--- src/rtl/rion_pkg.sv ---
// remote i/o node map: shared constants and types
// assumes a 32-bit axi4-lite register bus and 16-bit i/o words
package rion_pkg;
   localparam int          RION_NODES      = 16;
   localparam int          RION_WORDS      = 8;
   localparam int          RION_AW         = 8;
   // register byte offsets
   localparam logic [7:0]  RION_OFS_CTRL   = 8'h00;
   localparam logic [7:0]  RION_OFS_STATUS = 8'h04;
   localparam logic [7:0]  RION_OFS_INFO   = 8'h08;
   localparam logic [7:0]  RION_OFS_PARTO  = 8'h0c;
   localparam logic [7:0]  RION_OFS_PARTI  = 8'h10;
   localparam logic [7:0]  RION_OFS_ERRO   = 8'h14;
   localparam logic [7:0]  RION_OFS_ERRI   = 8'h18;
   localparam logic [7:0]  RION_OFS_INW    = 8'h40;
   localparam logic [7:0]  RION_OFS_OUTW   = 8'h80;
   // field positions
   localparam int          RION_CTRL_RESTART = 0;
   localparam int          RION_ST_RANGE16   = 0;
   localparam int          RION_ST_UNITERR   = 1;
   localparam int          RION_ST_READY     = 2;
   localparam int          RION_INFO_WORDS   = 16;
   // capacity figures per node range
   localparam logic [8:0]  RION_POINTS_8   = 9'h080;
   localparam logic [8:0]  RION_POINTS_16  = 9'h100;
   localparam logic [4:0]  RION_WORDS_8    = 5'h0a;
   localparam logic [4:0]  RION_WORDS_16   = 5'h14;
   localparam logic [3:0]  RION_UNIT_MAX16 = 4'h8;
   // reset values and bus answers
   localparam logic [15:0] RION_RST_WORD   = 16'h0000;
   localparam logic [1:0]  RION_OKAY       = 2'h0;
   localparam logic [1:0]  RION_SLVERR     = 2'h2;
   typedef enum logic [1:0] {RION_PT4, RION_PT8, RION_PT16} rion_width_t;
endpackage

--- src/rtl/rion_flag_bank.sv ---
// per-slave participation and communication error flags, one direction
// assumes at most one exchange report per clock
`timescale 1ns/10ps
module rion_flag_bank #(
   parameter int N = 16
) (
   // clock and reset
   input  wire logic         clock,
   input  wire logic         resetn,
   // events
   input  wire logic         clear,
   input  wire logic         hit,
   input  wire logic         ok,
   input  wire logic [3:0]   node,
   // flags
   output logic [N-1:0]      part,
   output logic [N-1:0]      err
);
   typedef struct packed {
      logic [N-1:0] part;
      logic [N-1:0] err;
   } rion_flags_t;

   rion_flags_t s_q, s_d;

   // ----------------------------------------------------------------
   // next state: clear first so that a same-cycle event wins
   // ----------------------------------------------------------------
   always_comb begin
      s_d = s_q;
      if (clear) begin
         s_d = '0;
      end
      if (hit) begin
         if (ok) begin
            s_d.part[node] = 1'b1;
            s_d.err[node]  = 1'b0;
         end else if (s_d.part[node]) begin
            s_d.err[node]  = 1'b1;
         end
      end
   end

   always_ff @(posedge clock) begin
      if (!resetn) begin
         s_q <= '0;
      end else begin
         s_q <= s_d;
      end
   end

   assign part = s_q.part;
   assign err  = s_q.err;

   // ----------------------------------------------------------------
   // checks
   // ----------------------------------------------------------------
   part_sticky_a: assert property (
      @(posedge clock) disable iff (!resetn)
      (|($past(part) & ~part)) |-> $past(clear))
      else $error("participation bit fell without clear");
   part_set_a: assert property (
      @(posedge clock) disable iff (!resetn)
      (hit && ok) |=> part[$past(node)] && !err[$past(node)])
      else $error("good exchange did not set participation");
   flag_clear_a: assert property (
      @(posedge clock) disable iff (!resetn)
      (clear && !hit) |=> (part == '0) && (err == '0))
      else $error("restart did not clear flags");
   err_release_a: assert property (
      @(posedge clock) disable iff (!resetn)
      (hit && !ok && part[node] && !clear) |=> err[$past(node)] ##1 err[$past(node, 2)]
         || $past(clear)
         || $past(hit && ok))
      else $error("released slave lost its error bit");
   err_needs_part_a: assert property (
      @(posedge clock) disable iff (!resetn)
      (err & ~part) == '0)
      else $error("error bit without participation");
endmodule

--- src/rtl/rion_node_map.sv ---
// remote i/o master node map: slave words, flags and axi4-lite registers
// assumes the network scanner reports one slave exchange per clock
//
// Register access over AXI4-Lite and the register offsets were chosen for this implementation.
`timescale 1ns/10ps
module rion_node_map
   import rion_pkg::*;
(
   // clock and reset
   input  wire logic                 clock,
   input  wire logic                 resetn,
   // straps
   input  wire logic                 rangeSel,
   input  wire logic [3:0]           unitNum,
   // slave exchange reports
   input  wire logic                 exValid,
   input  wire logic                 exInput,
   input  wire logic [3:0]           exNode,
   input  wire rion_pkg::rion_width_t exWidth,
   input  wire logic                 exOk,
   input  wire logic [15:0]          exInData,
   output logic                      exOutValid,
   output logic [15:0]               exOutData,
   // axi4-lite write
   input  wire logic [7:0]           awaddr,
   input  wire logic                 awvalid,
   output logic                      awready,
   input  wire logic [31:0]          wdata,
   input  wire logic [3:0]           wstrb,
   input  wire logic                 wvalid,
   output logic                      wready,
   output logic [1:0]                bresp,
   output logic                      bvalid,
   input  wire logic                 bready,
   // axi4-lite read
   input  wire logic [7:0]           araddr,
   input  wire logic                 arvalid,
   output logic                      arready,
   output logic [31:0]               rdata,
   output logic [1:0]                rresp,
   output logic                      rvalid,
   input  wire logic                 rready
);
   import rion_pkg::*;

   typedef enum logic {RION_IDLE, RION_RESP} rion_phase_t;

   typedef struct packed {
      rion_phase_t                   wPh;
      rion_phase_t                   rPh;
      logic [1:0]                    bResp;
      logic [1:0]                    rResp;
      logic [31:0]                   rData;
      logic                          captured;
      logic                          range16;
      logic [3:0]                    unit;
      logic                          restart;
      logic                          exDone;
      logic [15:0]                   exOut;
      logic [RION_WORDS-1:0][15:0]   inWord;
      logic [RION_WORDS-1:0][15:0]   outWord;
   } rion_state_t;

   rion_state_t                      s_q, s_d;
   logic [1:0][RION_NODES-1:0]       part;
   logic [1:0][RION_NODES-1:0]       err;
   logic                             unitErr;
   logic                             accept;
   logic                             good;
   logic [2:0]                       wIdx;

   // ----------------------------------------------------------------
   // helpers
   // ----------------------------------------------------------------
   function automatic logic mapped(input logic [7:0] a);
      mapped = (a[1:0] == 2'h0) && ((a <= RION_OFS_ERRI) ||
               (a[7:5] == RION_OFS_INW[7:5]) || (a[7:5] == RION_OFS_OUTW[7:5]));
   endfunction

   // even node sits in the high byte, odd node in the low byte
   function automatic logic [15:0] placeIn(input logic [15:0] w, input logic odd,
                                            input rion_width_t wd, input logic [15:0] d);
      logic [7:0] b;
      b = (wd == RION_PT4) ? {4'h0, d[3:0]} : d[7:0];
      placeIn = w;
      if (wd == RION_PT16) begin
         placeIn = d;
      end else if (odd) begin
         placeIn[7:0] = b;
      end else begin
         placeIn[15:8] = b;
      end
   endfunction

   function automatic logic [15:0] takeOut(input logic [15:0] w, input logic odd,
                                            input rion_width_t wd);
      logic [7:0] b;
      b = odd ? w[7:0] : w[15:8];
      if (wd == RION_PT16) begin
         takeOut = w;
      end else if (wd == RION_PT4) begin
         takeOut = {12'h000, b[3:0]};
      end else begin
         takeOut = {8'h00, b};
      end
   endfunction

   // ----------------------------------------------------------------
   // exchange qualification
   // ----------------------------------------------------------------
   assign unitErr = s_q.range16 && (s_q.unit > RION_UNIT_MAX16);
   assign accept  = exValid && s_q.captured && !unitErr
                    && (s_q.range16 || !exNode[3]);
   assign good    = accept && exOk;
   assign wIdx    = exNode[3:1];

   // ----------------------------------------------------------------
   // participation and error flags, output side [0] and input side [1]
   // ----------------------------------------------------------------
   for (genvar g = 0; g < 2; g++) begin : gBank
      rion_flag_bank #(.N(RION_NODES)) uBank (
         .clock  (clock),
         .resetn (resetn),
         .clear  (s_q.restart),
         .hit    (accept && (exInput == (g == 1))),
         .ok     (exOk),
         .node   (exNode),
         .part   (part[g]),
         .err    (err[g])
      );
   end

   // ----------------------------------------------------------------
   // next state
   // ----------------------------------------------------------------
   always_comb begin
      s_d         = s_q;
      s_d.restart = 1'b0;
      s_d.exDone  = accept && !exInput;
      if (!s_q.captured) begin
         s_d.captured = 1'b1;
         s_d.range16  = rangeSel;
         s_d.unit     = unitNum;
      end
      // slave data moves only on a good exchange, which also sets participation
      if (good && exInput) begin
         s_d.inWord[wIdx] = placeIn(s_q.inWord[wIdx], exNode[0], exWidth, exInData);
      end
      if (accept && !exInput) begin
         s_d.exOut = good ? takeOut(s_q.outWord[wIdx], exNode[0], exWidth)
                          : RION_RST_WORD;
      end
      // write channel: both address and data must be present
      case (s_q.wPh)
         RION_IDLE: begin
            if (awvalid && wvalid) begin
               s_d.wPh   = RION_RESP;
               s_d.bResp = mapped(awaddr) ? RION_OKAY : RION_SLVERR;
               if (awaddr == RION_OFS_CTRL && wstrb[0]) begin
                  s_d.restart = wdata[RION_CTRL_RESTART];
               end
               if (mapped(awaddr) && awaddr[7:5] == RION_OFS_OUTW[7:5]) begin
                  if (wstrb[0]) begin
                     s_d.outWord[awaddr[4:2]][7:0] = wdata[7:0];
                  end
                  if (wstrb[1]) begin
                     s_d.outWord[awaddr[4:2]][15:8] = wdata[15:8];
                  end
               end
            end
         end
         RION_RESP: begin
            if (bready) begin
               s_d.wPh = RION_IDLE;
            end
         end
         default: s_d.wPh = RION_IDLE;
      endcase
      // read channel
      case (s_q.rPh)
         RION_IDLE: begin
            if (arvalid) begin
               s_d.rPh   = RION_RESP;
               s_d.rResp = mapped(araddr) ? RION_OKAY : RION_SLVERR;
               s_d.rData = 32'h0000_0000;
               if (!mapped(araddr)) begin
                  s_d.rData = 32'h0000_0000;
               end else if (araddr[7:5] == RION_OFS_INW[7:5]) begin
                  s_d.rData[15:0] = s_q.inWord[araddr[4:2]];
               end else if (araddr[7:5] == RION_OFS_OUTW[7:5]) begin
                  s_d.rData[15:0] = s_q.outWord[araddr[4:2]];
               end else begin
                  case (araddr)
                     RION_OFS_STATUS: begin
                        s_d.rData[RION_ST_RANGE16] = s_q.range16;
                        s_d.rData[RION_ST_UNITERR] = unitErr;
                        s_d.rData[RION_ST_READY]   = s_q.captured;
                     end
                     RION_OFS_INFO: begin
                        s_d.rData[8:0] = s_q.range16 ? RION_POINTS_16 : RION_POINTS_8;
                        s_d.rData[RION_INFO_WORDS+:5] =
                           s_q.range16 ? RION_WORDS_16 : RION_WORDS_8;
                     end
                     RION_OFS_PARTO: s_d.rData[15:0] = part[0];
                     RION_OFS_PARTI: s_d.rData[15:0] = part[1];
                     RION_OFS_ERRO:  s_d.rData[15:0] = err[0];
                     RION_OFS_ERRI:  s_d.rData[15:0] = err[1];
                     default:        s_d.rData = 32'h0000_0000;
                  endcase
               end
            end
         end
         RION_RESP: begin
            if (rready) begin
               s_d.rPh = RION_IDLE;
            end
         end
         default: s_d.rPh = RION_IDLE;
      endcase
   end

   always_ff @(posedge clock) begin
      if (!resetn) begin
         s_q <= '{wPh: RION_IDLE, rPh: RION_IDLE, bResp: RION_OKAY, rResp: RION_OKAY,
                  rData: 32'h0000_0000, captured: 1'b0, range16: 1'b0, unit: 4'h0,
                  restart: 1'b0, exDone: 1'b0, exOut: RION_RST_WORD,
                  inWord: '0, outWord: '0};
      end else begin
         s_q <= s_d;
      end
   end

   // ----------------------------------------------------------------
   // outputs
   // ----------------------------------------------------------------
   assign awready    = (s_q.wPh == RION_IDLE) && awvalid && wvalid;
   assign wready     = awready;
   assign bvalid     = (s_q.wPh == RION_RESP);
   assign bresp      = s_q.bResp;
   assign arready    = (s_q.rPh == RION_IDLE);
   assign rvalid     = (s_q.rPh == RION_RESP);
   assign rdata      = s_q.rData;
   assign rresp      = s_q.rResp;
   assign exOutValid = s_q.exDone;
   assign exOutData  = s_q.exOut;

   // ----------------------------------------------------------------
   // checks
   // ----------------------------------------------------------------
   unit_reject_a: assert property (
      @(posedge clock) disable iff (!resetn)
      (s_q.range16 && s_q.unit > RION_UNIT_MAX16) |=> !exOutValid)
      else $error("exchange served with a bad unit number");
   narrow_range_a: assert property (
      @(posedge clock) disable iff (!resetn)
      (exValid && !s_q.range16 && exNode[3]) |=> !exOutValid && $stable(s_q.inWord))
      else $error("node above seven served in eight-node range");
   even_nibble_a: assert property (
      @(posedge clock) disable iff (!resetn)
      (good && exInput && exWidth == RION_PT4 && !exNode[0]) |=>
         s_q.inWord[$past(wIdx)][15:12] == 4'h0)
      else $error("four-point even node wrote the unused nibble");
   odd_nibble_a: assert property (
      @(posedge clock) disable iff (!resetn)
      (good && exInput && exWidth == RION_PT4 && exNode[0]) |=>
         s_q.inWord[$past(wIdx)][7:4] == 4'h0
         && s_q.inWord[$past(wIdx)][15:8] == $past(s_q.inWord[wIdx][15:8]))
      else $error("four-point odd node mapped wrongly");
   gated_out_a: assert property (
      @(posedge clock) disable iff (!resetn)
      (exOutValid && exOutData != 16'h0000) |-> $past(exOk))
      else $error("output data sent without a good exchange");
   capacity_a: assert property (
      @(posedge clock) disable iff (!resetn)
      (rvalid && !$past(rvalid) && $past(araddr) == RION_OFS_INFO)
         |-> rdata[8:0] == (s_q.range16 ? RION_POINTS_16 : RION_POINTS_8))
      else $error("capacity does not follow node range");
   in_part_a: assert property (
      @(posedge clock) disable iff (!resetn)
      (good && exInput) |=> part[1][$past(exNode)] ##1 part[1][$past(exNode, 2)]
         || $past(s_q.restart))
      else $error("input slave participation not kept");
endmodule

--- config.mk ---
export PLATFORM = sky130hd
export DESIGN_NAME = rion_node_map
export DESIGN_NICKNAME = d
export VERILOG_FILES = /design/src/rtl/rion_pkg.sv /design/src/rtl/rion_flag_bank.sv /design/src/rtl/rion_node_map.sv
export SDC_FILE = /design/constraint.sdc
export NUM_CORES = 1
export LEC_CHECK = 0
export BUFFER_PORTS_ARGS = -buffer_cell sky130_fd_sc_hd__buf_2
export CAP_MARGIN = 20
export CELL_PAD_IN_SITES_DETAIL_PLACEMENT = 0
export CELL_PAD_IN_SITES_GLOBAL_PLACEMENT = 1
export CORE_ASPECT_RATIO = 1.4
export CORE_MARGIN = 3
export CORE_UTILIZATION = 40
export DETAILED_ROUTE_END_ITERATION = 16
export PLACE_DENSITY = 0.72
export SETUP_SLACK_MARGIN = 0.3
export SKIP_LAST_GASP = 1
export SYNTH_ARGS = -nofsm -noshare
export SYNTH_HDL_FRONTEND = slang
export SYNTH_SLANG_ARGS = --single-unit
--- constraint.sdc ---
create_clock -name clock -period 3.14 [get_ports clock]
set_clock_uncertainty 0.15 [all_clocks]
set_input_delay 0.785 -clock clock [delete_from_list [all_inputs] [get_ports clock]]
set_output_delay 0.785 -clock clock [all_outputs]
set_load 0.03 [all_outputs]
==> reports/metrics.cfg <==
[clock_tree]
hold_buffers = 0
cts_buffer_depth = 3
post_cts_buffers = 0
htree_num_levels = 2
cts-root-buf = clkbuf_16
cts_inserted_buffers = 40
clk_pin_slew_ps = 60
ctsResizeCount = 0
cts_sinks = 366
clock_latency_ps = 550
cts_tree = done

[placement]
place_inst = 2713
dpl-instance-area_um2 = 20300
hpwl_um = 49500
pre_cts_slack_ps = -71.8
portBuffers = 114
gp_congestion = 0.888

[pwr]
power.density_nw_per_um2 = 488
peakVddDrop_uv = 398
p_leak_nw = 8.38

[sta]
rsz0062_at_grt = no
tightest_slew_ps = 1070
fmax_mhz = 384
slew-limit-headroom_pct = 28.8
hold_viol_final = 0
slew_viol_final = 0
fin_crit_ps = 2600
worst_slack_ps = 537
tns_ps = 0
finalSetupViolCount = 0
fin_crit_sh_pct = 82.9

[global_route]
grt_first_pass_wirelength_um = 106000
antenna_found_initial = 1
grtUsageTotal_pct = 27.8
grt_overflow = 0
grt_max_degree = 67
grt_pass1_vias = 16745

[setup_path]
max_stage_delay_ps = 860
critPathKind = input pin to register
cp_data_arrival_time_ps = 2910
critPathBufInv = 1
worstSetupStartpointType = input pin
worstPathRequired_ps = 3450
cp_max_fo = 19
crit_path_end_kind = register
crit_chain = buf_4 > nor2b_1 > a221oi_1 > o211ai_1 > o2111ai_1 > mux2i_1
cpLargestDelayFamily = simple AND/OR/NAND/NOR gates
slowest_stage = nor2b_1

[synth]
synth_warnings = 0
synthTopCellsByArea = dfxtp_1 39%, mux4_2 10%, mux2i_1 7.8%
synth.top_cell.area_share_pct = 39.1
synth_ff_type = dfxtp_1
avgSynthCellArea_um2 = 9.18
synth_top_area_cell = dfxtp_1
synth-edff-count = 0
ys_async_sr_fraction_pct = 0
synth.cell_area_um2 = 18800
synth_cell_types = 75
syn_inst = 2044
yosys_register_bits = 366
yosysSeqAreaShare_pct = 39.1

[finish]
seq_area_um2 = 7330
fillCellCount = 4520
nets = 2227
final_cell_mix = 366 x dfxtp_1, 237 x nand2_1, 182 x o21ai_0
syn_to_final_growth_pct = 15.0
layout-drive-gt1-share_pct = 21.9
final_cells = 2781
final_common_cell = dfxtp_1
final_area_um2 = 21600
multi_input_area_um2 = 10300

[die]
die_w_um = 189
fp.dieH_um = 262
rows = 93
core_area_um2 = 46200
start_util_pct = 40.6
dieArea_um2 = 49600
io_pins = 147

[routing]
wl_per_cell_um = 25.4
drt_iter0_drc = 1613
vias_per_cell = 6.14
firstDrtPassIters = 6
ant_nets = 0
via_count = 17073
routed_wl_um = 70600
drc = 0

[hold_path]
min-delay-path-class = register to register

[status]
status = finished clean

[flow_run]
drv_cap = 0

## sequential cells by signal, indices dropped and copies added, names as in the netlist
signal	count
bresp	1
bvalid	1
rdata	18
gBank.uBank.part	32
exOutValid	1
s_q	263
rvalid	1
gBank.uBank.err	32
exOutData	16
rresp	1
## cells by family after synthesis
logic type	count (synthesis)	synth area share, %
xor+xnor	1	0.0467
buf+inv	236	6.54
compound gates	558	18.7
flops	366	39.1
simple gates	608	15.0
mux	274	20.7
other cells	1	0.0200
## worst min-delay path, cell delays in order, from the launching register on
cell     delay (ps)
dfxtp_1         310
nand2_1          50
o21ai_1          50
## stage by stage
step | power (mW) | util [%] | hold WS (ps)
after global routing | 10.8 | 46.7 | 324
after global placement | 5.77 | 43.9 | 293
after CTS | 10.6 | 46.7 | 306
after detailed placement | 5.77 | 43.9 | 297
after floorplan | 5.35 | - | 276
final | 10.5 | 46.7 | 300
## layout make-up
class	instances	share of cell area, %
diodes	1	0.0116
clock buffers	56	5.34
clock inverters	11	0.736
inverters	12	0.220
multi-input cells	1455	47.6
flip-flops and latches	366	34.0
well taps	617	3.58
repair buffers	263	8.54
## power breakdown
| part | internal (mW) | leakage (nW) | total [mW] | switching [mW] |
|---|---|---|---|---|
| clock network | 2.88 | 0.649 | 4.85 | 1.98 |
| registers | 4.66 | 2.95 | 4.68 | 0.0156 |
| logic | 0.317 | 4.78 | 1.01 | 0.691 |
## cells in the mapped netlist, types with 5 or more instances
library cell	number
nor2b_1	17
nor3_1	10
and3_1	10
a32o_1	8
nor4_1	19
a2bb2oi_1	8
a32oi_1	16
nand4_1	5
nand3_1	80
a221oi_1	34
inv_1	10
mux4_2	87
or3_1	7
o22ai_1	24
nand2b_1	20
mux2_2	40
nor2_1	161
nand2_1	237
or2_2	6
o221ai_1	12
o2bb2ai_1	5
dfxtp_1	366
a31oi_1	55
mux2i_1	147
o21ai_0	182
o21ai_1	5
clkbuf_1	87
a221o_1	6
o211ai_1	9
a211oi_1	6
a21oi_1	120
buf_2	57
buf_4	63
o22a_1	11
a22oi_1	34
buf_1	11
## per-layer routing
metal	vias to the layer above	GRT usage (%)	wire length (µm)
met3	160	3.64	4880
li1	7724	-	-
met5	-	0	13
met4	2	13.7	3790
met2	757	46.2	33700
met1	8430	35.4	28200
## worst paths after layout
check / start / slack, ps / to / depth (start not counted)
setup / recovery: exNode[2] / 540 / s_q[135] / 6
hold / removal: rdata[7] / 300 / rdata[7] / 2
setup reg to reg: s_q[278] / 560 / s_q[247] / 5
hold reg to reg: rdata[7] / 300 / rdata[7] / 2
No activity file was read; power rests on OpenSTA's default activity.
